==> config.mk <==
export PLATFORM = sky130hd
export DESIGN_NAME = tester_status_flag_words
export DESIGN_NICKNAME = d
export VERILOG_FILES = /design/src/include/tester_status_pkg.sv /design/src/hw/tester_status_flag_words.sv
export SDC_FILE = /design/constraint.sdc
export NUM_CORES = 1
export LEC_CHECK = 0
export ABC_AREA = 1
export BUFFER_PORTS_ARGS = -buffer_cell sky130_fd_sc_hd__buf_2
export CORE_MARGIN = 1
export CORE_UTILIZATION = 46
export CTS_BUF_LIST = sky130_fd_sc_hd__clkbuf_4
export DETAILED_ROUTE_END_ITERATION = 8
export PLACE_DENSITY_LB_ADDON = 0.3
export SYNTH_ARGS = -nofsm -noshare
export SYNTH_HDL_FRONTEND = slang
export SYNTH_SLANG_ARGS = --single-unit
==> constraint.sdc <==
create_clock -name sys_clk_i -period 7.3 [get_ports sys_clk_i]
set_clock_uncertainty 0.15 [all_clocks]
set_input_delay 1.095 -clock sys_clk_i [delete_from_list [all_inputs] [get_ports sys_clk_i]]
set_output_delay 1.095 -clock sys_clk_i [all_outputs]
set_load 0.01 [all_outputs]
==> src/include/tester_status_pkg.sv <==
package tester_status_pkg;
  localparam int unsigned WORD_W            = 16;
  localparam int unsigned VAL_W             = 16;
  localparam int unsigned PCT_W             = 8;
  localparam int unsigned PULSE_W           = 24;
  localparam int unsigned NUM_FAULT         = 5;
  localparam int unsigned NUM_GP            = 4;
  localparam int unsigned ADDR_W            = 6;
  // Word addresses on the fieldbus map
  localparam logic [ADDR_W-1:0] ADDR_FAULT_RESET_CMD = 6'h03;
  localparam logic [ADDR_W-1:0] ADDR_STATUS_A        = 6'h0F;
  localparam logic [ADDR_W-1:0] ADDR_STATUS_B        = 6'h10;
  // Status word A bit positions
  localparam int unsigned A_HV_ENABLED      = 0;
  localparam int unsigned A_HV_LEVEL        = 1;
  localparam int unsigned A_WINDOW          = 2;
  localparam int unsigned A_FAULT_PULSE     = 3;
  localparam int unsigned A_ALARM_LSB       = 4;
  localparam int unsigned A_LIMIT_LSB       = 9;
  localparam int unsigned A_COMBO_LIMIT     = 14;
  localparam int unsigned A_ACTUAL_TOL      = 15;
  // Status word B bit positions
  localparam int unsigned B_ELECTRODE_TOL   = 0;
  localparam int unsigned B_BARE_WIRE       = 1;
  localparam int unsigned B_PINHOLE_B       = 2;
  localparam int unsigned B_COVER_CLOSED    = 3;
  localparam int unsigned B_LOAD_LIMIT      = 4;
  localparam int unsigned B_GP_OUT_LSB      = 8;
  localparam int unsigned B_GP_IN_LSB       = 12;
  localparam logic [WORD_W-1:0] STATUS_RESET = 16'h0000;
  localparam logic [31:0]       PCT_FULL     = 32'h0000_0064;
endpackage

==> src/hw/tester_status_flag_words.sv <==
`timescale 1ns/1ps
// Contract
// RL1 - Bit 0 A: all high-voltage permissives met
// RL2 - Bit 1 A: actual voltage at/above on-threshold
// RL3 - Bit 2 A: voltage inside window limits
// RL4 - Bit 3 A: fault pulse, self-clearing after duration
// RL5 - Bits 4-8 A: latched alarms until fault reset
// RL6 - Bits 9-13: count limits latched until count reset
// RL7 - Bit 14 A: combined count limit, latched
// RL8 - Bit 15 A: actual voltage within setpoint tolerance
// RL9 - Bit 0 B: electrode voltage within setpoint tolerance
// RL10 - Bits 1-2 B: latched alarms until fault reset
// RL11 - Bit 3 B: one when cover closed
// RL12 - Bit 4 B: load at/above load limit
// RL13 - Bits 8-11 B: general output states
// RL14 - Bits 12-15 B: general input states
// RL15 - Word as two bytes, low byte first
// RL16 - Fault reset command change clears alarms
// RL17 - Commands act on value change only
// RL18 - Bits 5-7 B always read zero
// RL19 - Words refresh each clock; coherent read snapshot
module tester_status_flag_words #(
  parameter int unsigned VAL_W   = tester_status_pkg::VAL_W,
  parameter int unsigned PULSE_W = tester_status_pkg::PULSE_W
) (
  input  wire logic                                   sys_clk_i,
  input  wire logic                                   rst_i,
  input  wire logic                                   hv_permit_i,
  input  wire logic [VAL_W-1:0]                       actual_voltage_i,
  input  wire logic [VAL_W-1:0]                       electrode_voltage_i,
  input  wire logic [VAL_W-1:0]                       setpoint_i,
  input  wire logic [VAL_W-1:0]                       high_voltage_level_i,
  input  wire logic [VAL_W-1:0]                       voltage_window_low_i,
  input  wire logic [VAL_W-1:0]                       voltage_window_high_i,
  input  wire logic [tester_status_pkg::PCT_W-1:0]    actual_setpoint_tolerance_i,
  input  wire logic [tester_status_pkg::PCT_W-1:0]    electrode_setpoint_tolerance_i,
  input  wire logic [tester_status_pkg::PCT_W-1:0]    load_pct_i,
  input  wire logic [tester_status_pkg::PCT_W-1:0]    load_limit_i,
  input  wire logic [PULSE_W-1:0]                     fault_pulse_cycles_i,
  input  wire logic [tester_status_pkg::NUM_FAULT-1:0] fault_detect_i,
  input  wire logic [VAL_W*tester_status_pkg::NUM_FAULT-1:0] fault_count_i,
  input  wire logic [VAL_W*tester_status_pkg::NUM_FAULT-1:0] fault_limit_i,
  input  wire logic [VAL_W-1:0]                       combo_count_i,
  input  wire logic [VAL_W-1:0]                       combo_limit_i,
  input  wire logic                                   fault_count_reset_i,
  input  wire logic                                   bare_wire_alarm_i,
  input  wire logic                                   pinhole_alarm_b_i,
  input  wire logic                                   cover_closed_i,
  input  wire logic [tester_status_pkg::NUM_GP-1:0]   general_output_i,
  input  wire logic [tester_status_pkg::NUM_GP-1:0]   general_input_i,
  input  wire logic                                   wr_en_i,
  input  wire logic [tester_status_pkg::ADDR_W-1:0]   wr_addr_i,
  input  wire logic [tester_status_pkg::WORD_W-1:0]   wr_data_i,
  input  wire logic                                   rd_en_i,
  input  wire logic [tester_status_pkg::ADDR_W:0]     rd_byte_addr_i,
  output logic      [7:0]                             rd_data_o,
  output logic                                        rd_valid_o,
  output logic      [tester_status_pkg::WORD_W-1:0]   status_a_o,
  output logic      [tester_status_pkg::WORD_W-1:0]   status_b_o
);
  import tester_status_pkg::*;

  ////////////////////////////////////////////////////////////////////////////
  // Tolerance band: |v - sp| * 100 <= pct * sp, kept wide to avoid overflow
  function automatic logic within_pct(input logic [VAL_W-1:0] v,
                                      input logic [VAL_W-1:0] sp,
                                      input logic [PCT_W-1:0] pct);
    logic [VAL_W-1:0] diff;
    logic [47:0]      lhs;
    logic [47:0]      rhs;
    diff = (v >= sp) ? v - sp : sp - v;
    lhs  = 48'(diff) * 48'(PCT_FULL);
    rhs  = 48'(pct) * 48'(sp);
    return lhs <= rhs;
  endfunction

  // Sticky flag: set wins so an event in the clear cycle is kept
  function automatic logic hold_flag(input logic held,
                                     input logic hit,
                                     input logic clear);
    return (held & ~clear) | hit;
  endfunction

  // One slice of a packed group of per-fault values
  function automatic logic [VAL_W-1:0] slice_of(input logic [VAL_W*NUM_FAULT-1:0] bus,
                                                input int unsigned              idx);
    return bus[idx*VAL_W +: VAL_W];
  endfunction

  // At-or-above test shared by thresholds and limits
  function automatic logic reached(input logic [VAL_W-1:0] value,
                                   input logic [VAL_W-1:0] limit);
    return value >= limit;
  endfunction

  // Byte lane of a word; the low lane sits at the even byte address
  function automatic logic [7:0] byte_of(input logic [WORD_W-1:0] full,
                                         input logic              high);
    return high ? full[WORD_W-1 -: 8] : full[7:0];
  endfunction

  ////////////////////////////////////////////////////////////////////////////
  logic [WORD_W-1:0]    last_reset_cmd;
  logic [WORD_W-1:0]    next_last_reset_cmd;
  logic [NUM_FAULT-1:0] alarm;
  logic [NUM_FAULT-1:0] next_alarm;
  logic [NUM_FAULT-1:0] limit_hit;
  logic [NUM_FAULT-1:0] next_limit_hit;
  logic                 combo_hit;
  logic                 next_combo_hit;
  logic                 bare_wire;
  logic                 next_bare_wire;
  logic                 pinhole_b;
  logic                 next_pinhole_b;
  logic [PULSE_W-1:0]   pulse_cnt;
  logic [PULSE_W-1:0]   next_pulse_cnt;
  logic [WORD_W-1:0]    next_status_a;
  logic [WORD_W-1:0]    next_status_b;
  logic                 fault_reset;

  ////////////////////////////////////////////////////////////////////////////
  // A repeated write of the same value does nothing
  // Stored value resets to zero, so a first command of zero is ignored
  assign fault_reset = wr_en_i && (wr_addr_i == ADDR_FAULT_RESET_CMD)
                       && (wr_data_i != last_reset_cmd); // RL16 RL17

  always_comb begin
    next_last_reset_cmd = last_reset_cmd;
    if (wr_en_i && (wr_addr_i == ADDR_FAULT_RESET_CMD)) begin
      next_last_reset_cmd = wr_data_i; // RL17
    end
  end

  always_ff @(posedge sys_clk_i) begin
    if (rst_i) begin
      last_reset_cmd <= '0;
    end else begin
      last_reset_cmd <= next_last_reset_cmd;
    end
  end

  ////////////////////////////////////////////////////////////////////////////
  // Word A alarms; set wins so a fault arriving with the reset is kept
  always_comb begin
    next_alarm = alarm;
    for (int unsigned i = 0; i < NUM_FAULT; i++) begin
      next_alarm[i] = hold_flag(alarm[i], fault_detect_i[i], fault_reset); // RL5 RL16
    end
  end

  always_ff @(posedge sys_clk_i) begin
    if (rst_i) begin
      alarm <= '0;
    end else begin
      alarm <= next_alarm;
    end
  end

  ////////////////////////////////////////////////////////////////////////////
  // Word B alarms share the same single reset command
  always_comb begin
    next_bare_wire = hold_flag(bare_wire, bare_wire_alarm_i, fault_reset); // RL10 RL16
    next_pinhole_b = hold_flag(pinhole_b, pinhole_alarm_b_i, fault_reset); // RL10 RL16
  end

  always_ff @(posedge sys_clk_i) begin
    if (rst_i) begin
      bare_wire <= 1'b0;
      pinhole_b <= 1'b0;
    end else begin
      bare_wire <= next_bare_wire;
      pinhole_b <= next_pinhole_b;
    end
  end

  ////////////////////////////////////////////////////////////////////////////
  // Limit latches keep setting while a count stays high, even across a reset
  // Unsigned compares, so a zero limit always reads as reached
  always_comb begin
    next_limit_hit = limit_hit;
    for (int unsigned i = 0; i < NUM_FAULT; i++) begin
      next_limit_hit[i] = hold_flag(limit_hit[i],
                                    reached(slice_of(fault_count_i, i),
                                            slice_of(fault_limit_i, i)),
                                    fault_count_reset_i); // RL6
    end
    next_combo_hit = hold_flag(combo_hit, reached(combo_count_i, combo_limit_i),
                               fault_count_reset_i); // RL7
  end

  always_ff @(posedge sys_clk_i) begin
    if (rst_i) begin
      limit_hit <= '0;
      combo_hit <= 1'b0;
    end else begin
      limit_hit <= next_limit_hit;
      combo_hit <= next_combo_hit;
    end
  end

  ////////////////////////////////////////////////////////////////////////////
  // Retrigger restarts the pulse length; zero length gives no pulse
  always_comb begin
    next_pulse_cnt = pulse_cnt;
    if (|fault_detect_i) begin
      next_pulse_cnt = fault_pulse_cycles_i; // RL4
    end else if (pulse_cnt != '0) begin
      next_pulse_cnt = pulse_cnt - PULSE_W'(1); // RL4
    end
  end

  always_ff @(posedge sys_clk_i) begin
    if (rst_i) begin
      pulse_cnt <= '0;
    end else begin
      pulse_cnt <= next_pulse_cnt;
    end
  end

  ////////////////////////////////////////////////////////////////////////////
  // Status words built from next state so they track sources every cycle
  always_comb begin
    next_status_a = STATUS_RESET;
    next_status_a[A_HV_ENABLED]  = hv_permit_i; // RL1
    next_status_a[A_HV_LEVEL]    = reached(actual_voltage_i, high_voltage_level_i); // RL2
    next_status_a[A_WINDOW]      = (actual_voltage_i >= voltage_window_low_i)
                                   && (actual_voltage_i <= voltage_window_high_i); // RL3
    next_status_a[A_FAULT_PULSE] = next_pulse_cnt != '0; // RL4
    next_status_a[A_ALARM_LSB +: NUM_FAULT] = next_alarm; // RL5
    next_status_a[A_LIMIT_LSB +: NUM_FAULT] = next_limit_hit; // RL6
    next_status_a[A_COMBO_LIMIT] = next_combo_hit; // RL7
    next_status_a[A_ACTUAL_TOL]  = within_pct(actual_voltage_i, setpoint_i,
                                              actual_setpoint_tolerance_i); // RL8
  end

  always_ff @(posedge sys_clk_i) begin
    if (rst_i) begin
      status_a_o <= STATUS_RESET;
    end else begin
      status_a_o <= next_status_a; // RL19
    end
  end

  ////////////////////////////////////////////////////////////////////////////
  // Unlisted bits 5..7 stay at reset zero
  always_comb begin
    next_status_b = STATUS_RESET; // RL18
    next_status_b[B_ELECTRODE_TOL] = within_pct(electrode_voltage_i, setpoint_i,
                                                electrode_setpoint_tolerance_i); // RL9
    next_status_b[B_BARE_WIRE]     = next_bare_wire; // RL10
    next_status_b[B_PINHOLE_B]     = next_pinhole_b; // RL10
    next_status_b[B_COVER_CLOSED]  = cover_closed_i; // RL11
    next_status_b[B_LOAD_LIMIT]    = load_pct_i >= load_limit_i; // RL12
    next_status_b[B_GP_OUT_LSB +: NUM_GP] = general_output_i; // RL13
    next_status_b[B_GP_IN_LSB +: NUM_GP]  = general_input_i; // RL14
  end

  always_ff @(posedge sys_clk_i) begin
    if (rst_i) begin
      status_b_o <= STATUS_RESET;
    end else begin
      status_b_o <= next_status_b; // RL19
    end
  end

  ////////////////////////////////////////////////////////////////////////////
  // Byte read: low byte read freezes whole word so the high byte matches
  logic [WORD_W-1:0] snap;
  logic [WORD_W-1:0] next_snap;
  logic [7:0]        next_rd_data;
  logic [ADDR_W-1:0] rd_word;
  logic              rd_high;

  assign rd_word = rd_byte_addr_i[ADDR_W:1];
  assign rd_high = rd_byte_addr_i[0];

  always_comb begin
    next_snap    = snap;
    next_rd_data = 8'h00;
    if (rd_en_i && !rd_high) begin
      if (rd_word == ADDR_STATUS_A) begin
        next_snap = status_a_o; // RL19
      end else if (rd_word == ADDR_STATUS_B) begin
        next_snap = status_b_o; // RL19
      end else begin
        next_snap = STATUS_RESET;
      end
      next_rd_data = byte_of(next_snap, 1'b0); // RL15
    end else if (rd_en_i) begin
      next_rd_data = byte_of(snap, 1'b1); // RL15
    end
  end

  always_ff @(posedge sys_clk_i) begin
    if (rst_i) begin
      snap       <= STATUS_RESET;
      rd_data_o  <= 8'h00;
      rd_valid_o <= 1'b0;
    end else begin
      snap       <= next_snap;
      rd_data_o  <= next_rd_data;
      rd_valid_o <= rd_en_i;
    end
  end
endmodule

* Word-level counts from Yosys, hierarchy flattened
Index checks and enable logic that the tools add are counted.
** Storage, ports and cells
- Register bits after elaboration :: 110
- Output and inout port bits :: 41
- Logic and storage cells :: 84
** Cells by class
- Bitwise logic cells :: 28
- Magnitude comparators :: 14
- Reductions and logical operators :: 8
- Multiply operators :: 4
- Equal/unequal tests :: 4
- Muxes and demuxes :: 8
- Add/subtract/negate cells :: 5
** Operator list (count)
- $ge A16 B16 Y1 :: 10
- $mux W16 :: 4
- $sub A16 B16 Y16 :: 4
- $le A23 B24 Y1 :: 2
- $mul A8 B16 Y24 :: 2
- $mux W24 :: 2
- $reduce_bool A24 Y1 :: 2
- $mul A16 B5 Y21 const B :: 2
- $sub A24 B1 Y24 const B :: 1
- $le A16 B16 Y1 :: 1
- $mux W8 :: 2
- $ne A16 B16 Y1 :: 1
- $and A1 B1 Y1 :: 13
- $or A1 B1 Y1 :: 13
- $ge A8 B8 Y1 :: 1
- $eq A6 B2 Y1 const B :: 1
- $eq A6 B4 Y1 const B :: 1
- $eq A6 B5 Y1 const B :: 1
- $reduce_or A5 Y1 :: 1
- $logic_and A1 B1 Y1 :: 4
- $not A1 Y1 :: 2
- $logic_not A1 Y1 :: 1

* Logic depth before layout (Yosys ltp)
- Depth after elaboration :: 6
- Depth in mapped cells :: 43
- Depth with buffers taken out :: 42

* Least setup slack after synthesis
No wires, ideal clock.
- Path type :: input -> register
- Start point :: input port setpoint_i[1]
- End point :: register status_a_o[15] (netlist name)
- Setup slack :: 95 ps
- Stages on the path :: 41
- Arrival time :: 6922 ps
- Cells stage by stage :: clkbuf_1 > clkbuf_1 > inv_1 > fa_1 > nand3_1 > nand2_1 > nand2_1 > nand3_2 > nand2_4 > nand2_4 > buf_12 > buf_4 > o21ai_1 > xnor2_1 > inv_1 > ha_1 > ha_1 > inv_1 > [5 not listed] > inv_1 > a21oi_1 > o21ai_0 > nand2_1 > nor2_1 > nor2_1 > xor2_1 > inv_1 > ha_1 > inv_1 > o31ai_1 > a21oi_1 > nor2_1 > o21ai_0 > nand2_1 > nand2_1 > nand2_1 > a21oi_1
** Between the ends
- Word-level cells in the longest chain between the ends :: 4
** Ends and longest elaborated chain
- start: declaration :: line tester_status_flag_words.sv:31 : input wire logic [VAL_W-1:0] setpoint_i,
- $sub A16 B16 Y16 / $ge A16 B16 Y1 (equally long branches) :: line tester_status_flag_words.sv:71 : diff = (v >= sp) ? v - sp : sp - v;
- $mux W16 :: line tester_status_flag_words.sv:71
- $mul A16 B5 Y21 :: line tester_status_flag_words.sv:72 : lhs = 48'(diff) * 48'(PCT_FULL);
- $le A23 B24 Y1 (*) :: line tester_status_flag_words.sv:74 : return lhs <= rhs;
- end signal: assignment :: line tester_status_flag_words.sv:240 : status_a_o <= next_status_a;
- end: declaration :: line tester_status_flag_words.sv:58 : output logic [tester_status_pkg::WORD_W-1:0] status_a_o,
Mark *: on every way between the ends. The rest lies on a longest branch, timed or not.
A chain may end at the register's enable or synchronous reset.

* Final worst setup path
- Start point :: input port setpoint_i[0]
- End point :: register status_b_o[0] (netlist name)
** Between the ends
- Word-level cells in the longest chain between the ends :: 4
** Ends and longest elaborated chain
- $sub A16 B16 Y16 / $ge A16 B16 Y1 (equally long branches) :: line tester_status_flag_words.sv:71
- $mux W16 :: line tester_status_flag_words.sv:71
- $mul A16 B5 Y21 :: line tester_status_flag_words.sv:72
- $le A23 B24 Y1 (*) :: line tester_status_flag_words.sv:74
- end signal: assignment :: line tester_status_flag_words.sv:262 : status_b_o <= next_status_b;
- end: declaration :: line tester_status_flag_words.sv:59 : output logic [tester_status_pkg::WORD_W-1:0] status_b_o
Marked as above.

==> results.py <==
metrics = {
    "finish": {
        "multiInputGateArea_mm2": 0.0182,
        "area_growth_pct": 13.3,
        "regArea_mm2": 0.00172,
        "final_layout_size_suffix_gt1_share_pct": 14.2,
        "mostFrequentLayoutCells": "inv_1 (843), nand2_1 (744), ha_1 (444)",
        "utilization_pct": 53.0,
        "fin_nets": 4879,
        "fillers": 5194,
        "layout_commonest_cell": "inv_1",
    },
    "hold_path": {
        "hold_class": "reg2reg",
        "min_path_cells": 2,
    },
    "floorplan": {
        "die_x_um": 228,
        "die-area_mm2": 0.0520,
        "rows": 82,
        "core-area_mm2": 0.0503,
        "io_pins": 436,
        "initial_utilization_pct": 46.8,
        "die_h_um": 228,
    },
    "synth": {
        "ys_seq_area_share_pct": 7.32,
        "synth_cells": 3452,
        "yosys_warnings": 0,
        "synth.cell_area_mm2": 0.0235,
        "synth_edf_count": 0,
        "async_reset_ff_share_pct": 0,
        "ys.flop_type": "dfxtp_1",
        "ys_types": 57,
        "syn_avg_cell_area_um2": 6.81,
        "yosys_register_bits": 86,
    },
    "worst_setup_path": {
        "cp-end-kind": "flop",
        "start_kind": "primary input",
        "slowest_stage": "fa_1",
        "slowest_delay_ns": 0.53,
        "crit_top_cell": "inv_1",
        "crit_arrival_ns": 7.03,
        "worstPathRequired_ns": 7.54,
        "critPathKind": "in2reg",
        "critPathMaxFanout": 12,
        "rr_worst_depth": 13,
    },
    "grt": {
        "grt_pass1_wl_um": 115000,
        "grt_max_degree": 59,
        "grt_pass1_vias": 21600,
        "grt_util_all_layers_pct": 28.1,
        "grt_overflow": 0,
        "antenna_found_initial": 16,
    },
    "run_status": {
        "status": "complete, no violations",
    },
    "sta": {
        "relSlewSlack_pct": 34.5,
        "finalHoldViolations": 0,
        "fin_crit_sh_pct": 92.9,
        "setup_slack_ns": 0.518,
        "drv_slew": 0,
        "finalCriticalPeriod_ns": 6.78,
        "tightest_slew_ns": 0.972,
        "max_freq_mhz": 147,
        "rsz0062_at_grt": "no",
        "fin_tns_setup_ns": 0,
        "setup_viol_count_final": 0,
    },
    "route": {
        "drt_iter0_markers": 1486,
        "drtPass1Iterations": 6,
        "route.detailed.drc": 0,
        "vias": 22600,
        "routed_wl_um": 73300,
        "vias_per_cell": 5.00,
        "antenna_left": 0,
        "avgRoutedWirePerCell_um": 16.2,
    },
    "clocking": {
        "clock_latency_ns": 0.51,
        "cts.sinks": 86,
        "cts_tree": "yes",
        "root_buffer": "clkbuf_4",
        "cts_buffer_depth": 2,
        "cts.reportedPaths.clkPinSlew_ns": 0.18,
        "cts_made_buffers": 9,
        "ctsHtreeMaxLevel": 3,
    },
    "place": {
        "gp_congestion": 0.989,
        "hpwl_um": 64200,
        "preCtsSetupSlack_ns": 0.00603,
        "io_buffer_count": 432,
    },
    "power": {
        "p_comb_share_pct": 90.5,
        "p_clk_share_pct": 3.5,
        "leakagePower_nw": 16.3,
        "netSwitchingPower_w": 0.00499,
        "internal_power_w": 0.00380,
        "worst_ir_drop_vdd_uv": 289,
        "netSwitchingFraction_pct": 56.8,
        "pwr-share-seq_pct": 6.0,
        "p_total_w": 0.00879,
        "powerDensity_mw_per_mm2": 330,
    },
    "job": {
        "max_cap_violations": 0,
    },
}
-- logic make-up after synthesis --
kind of cell	after synthesis	share of synthesized area, %
AO/OA/AOI/OAI	462	11.1
XOR/XNOR	151	5.75
adder cells (fa/ha/maj)	638	40.2
buffers and inverters	955	15.6
flip-flops	86	7.32
multiplexers	1	0.0426
other	1	0.0160
AND/OR/NAND/NOR	1158	20.0
-- Yosys cell counts, types with 2 or more instances --
cell	count	area (um^2)
inv_1	843	3160
nand2_1	744	2790
ha_1	444	5560
a21oi_1	231	1160
nor2_1	220	826
fa_1	194	3880
o21ai_0	113	566
nand3_1	111	556
xor2_1	96	841
dfxtp_1	86	1720
clkbuf_1	79	297
xnor2_1	51	447
nor3_1	23	115
nand4_1	22	138
o31ai_1	19	143
buf_2	12	60.1
nor4_1	11	68.8
o21ai_1	11	55.1
o21bai_1	11	82.6
a31oi_1	10	62.6
buf_4	9	67.6
nand2_2	9	56.3
a21o_1	8	60.1
inv_2	8	30.0
o211ai_1	8	60.1
a21oi_2	7	61.3
o2111ai_1	7	61.3
a2111oi_0	6	52.6
a211oi_1	6	45.0
a21boi_0	6	45.0
nand3b_1	5	37.5
o21ai_2	5	43.8
and2_1	3	18.8
o21a_1	3	22.5
o32ai_1	3	26.3
a22o_1	2	17.5
and3_1	2	12.5
nand2_4	2	22.5
nor2_4	2	22.5
xnor2_2	2	32.5
xor2_2	2	32.5
-- flip-flops by register name, indices dropped and copies added, names as in the netlist --
register and cells:
last_reset_cmd 16, rd_data_o 8, alarm 4, snap 8, rd_valid_o 1, status_b_o 13
pulse_cnt 24, limit_hit 4, status_a_o 8
-- routing by layer --
layer	share of wire (%)	vias to the layer above	global-route usage, %	wire, um
met4	2.8	10	7.89	2080
met5	0.085	-	0	62
li1	-	11400	-	-
met1	45	10400	38.0	32900
met3	7.8	115	5.27	5710
met2	44	737	45.7	32500
-- power by group through the flow --
stage	Combinational (W)	Sequential, W	Clock (W)
floorplan	0.00614	0.000527	0
global placement	0.00778	0.000536	0
detailed placement	0.00785	0.000536	0
CTS	0.00792	0.000525	0.000313
global route	0.00929	0.000528	0.000328
finish	0.00796	0.000526	0.000306
-- area by class of cell --
cell class	count	share of cell area, %
antenna	4	0.0376
clock buffer	9	0.254
clock inverter	7	0.301
inverter	852	12.0
multi-input combinational	2413	68.2
sequential	86	6.47
tap	672	3.16
timing repair buffer	484	9.59
-- final timing paths --
path         slack [ns]       endpoint           from
max                0.52  status_b_o[0]  setpoint_i[0]
min                0.33       snap[10]       snap[10]
max reg2reg        4.36  status_a_o[3]   pulse_cnt[0]
min reg2reg        0.33       snap[10]       snap[10]
-- critical path, delay by kind of cell --
family | cells | cell delay [ns]
and+or+nand+nor | 13 | 1.63
xor gates and xnor gates | 2 | 0.32
adders and majority gates | 7 | 2.35
AOI/OAI and AO/OA | 6 | 0.92
buffers and inverters | 8 | 0.70
-- what timing repair did --
item / in CTS / in global routing
gates resized for setup: 0 / 6
hold endpoints to repair: 0 / 0
hold buffers: 0 / 0
endpoints found under the setup margin: 0 / 2
setup buffers: 0 / 1
-- stage by stage --
stage	cells	hold WS [ns]	area, um^2
5_1_grt	4526	0.356	26600
3_5_place_dp	4506	0.310	26400
3_3_place_gp	4506	0.308	26400
6_report	4527	0.327	26600
2_1_floorplan	3454	0.296	23500
4_1_cts	4522	0.330	26600
Power figures use the tool's default switching activity.
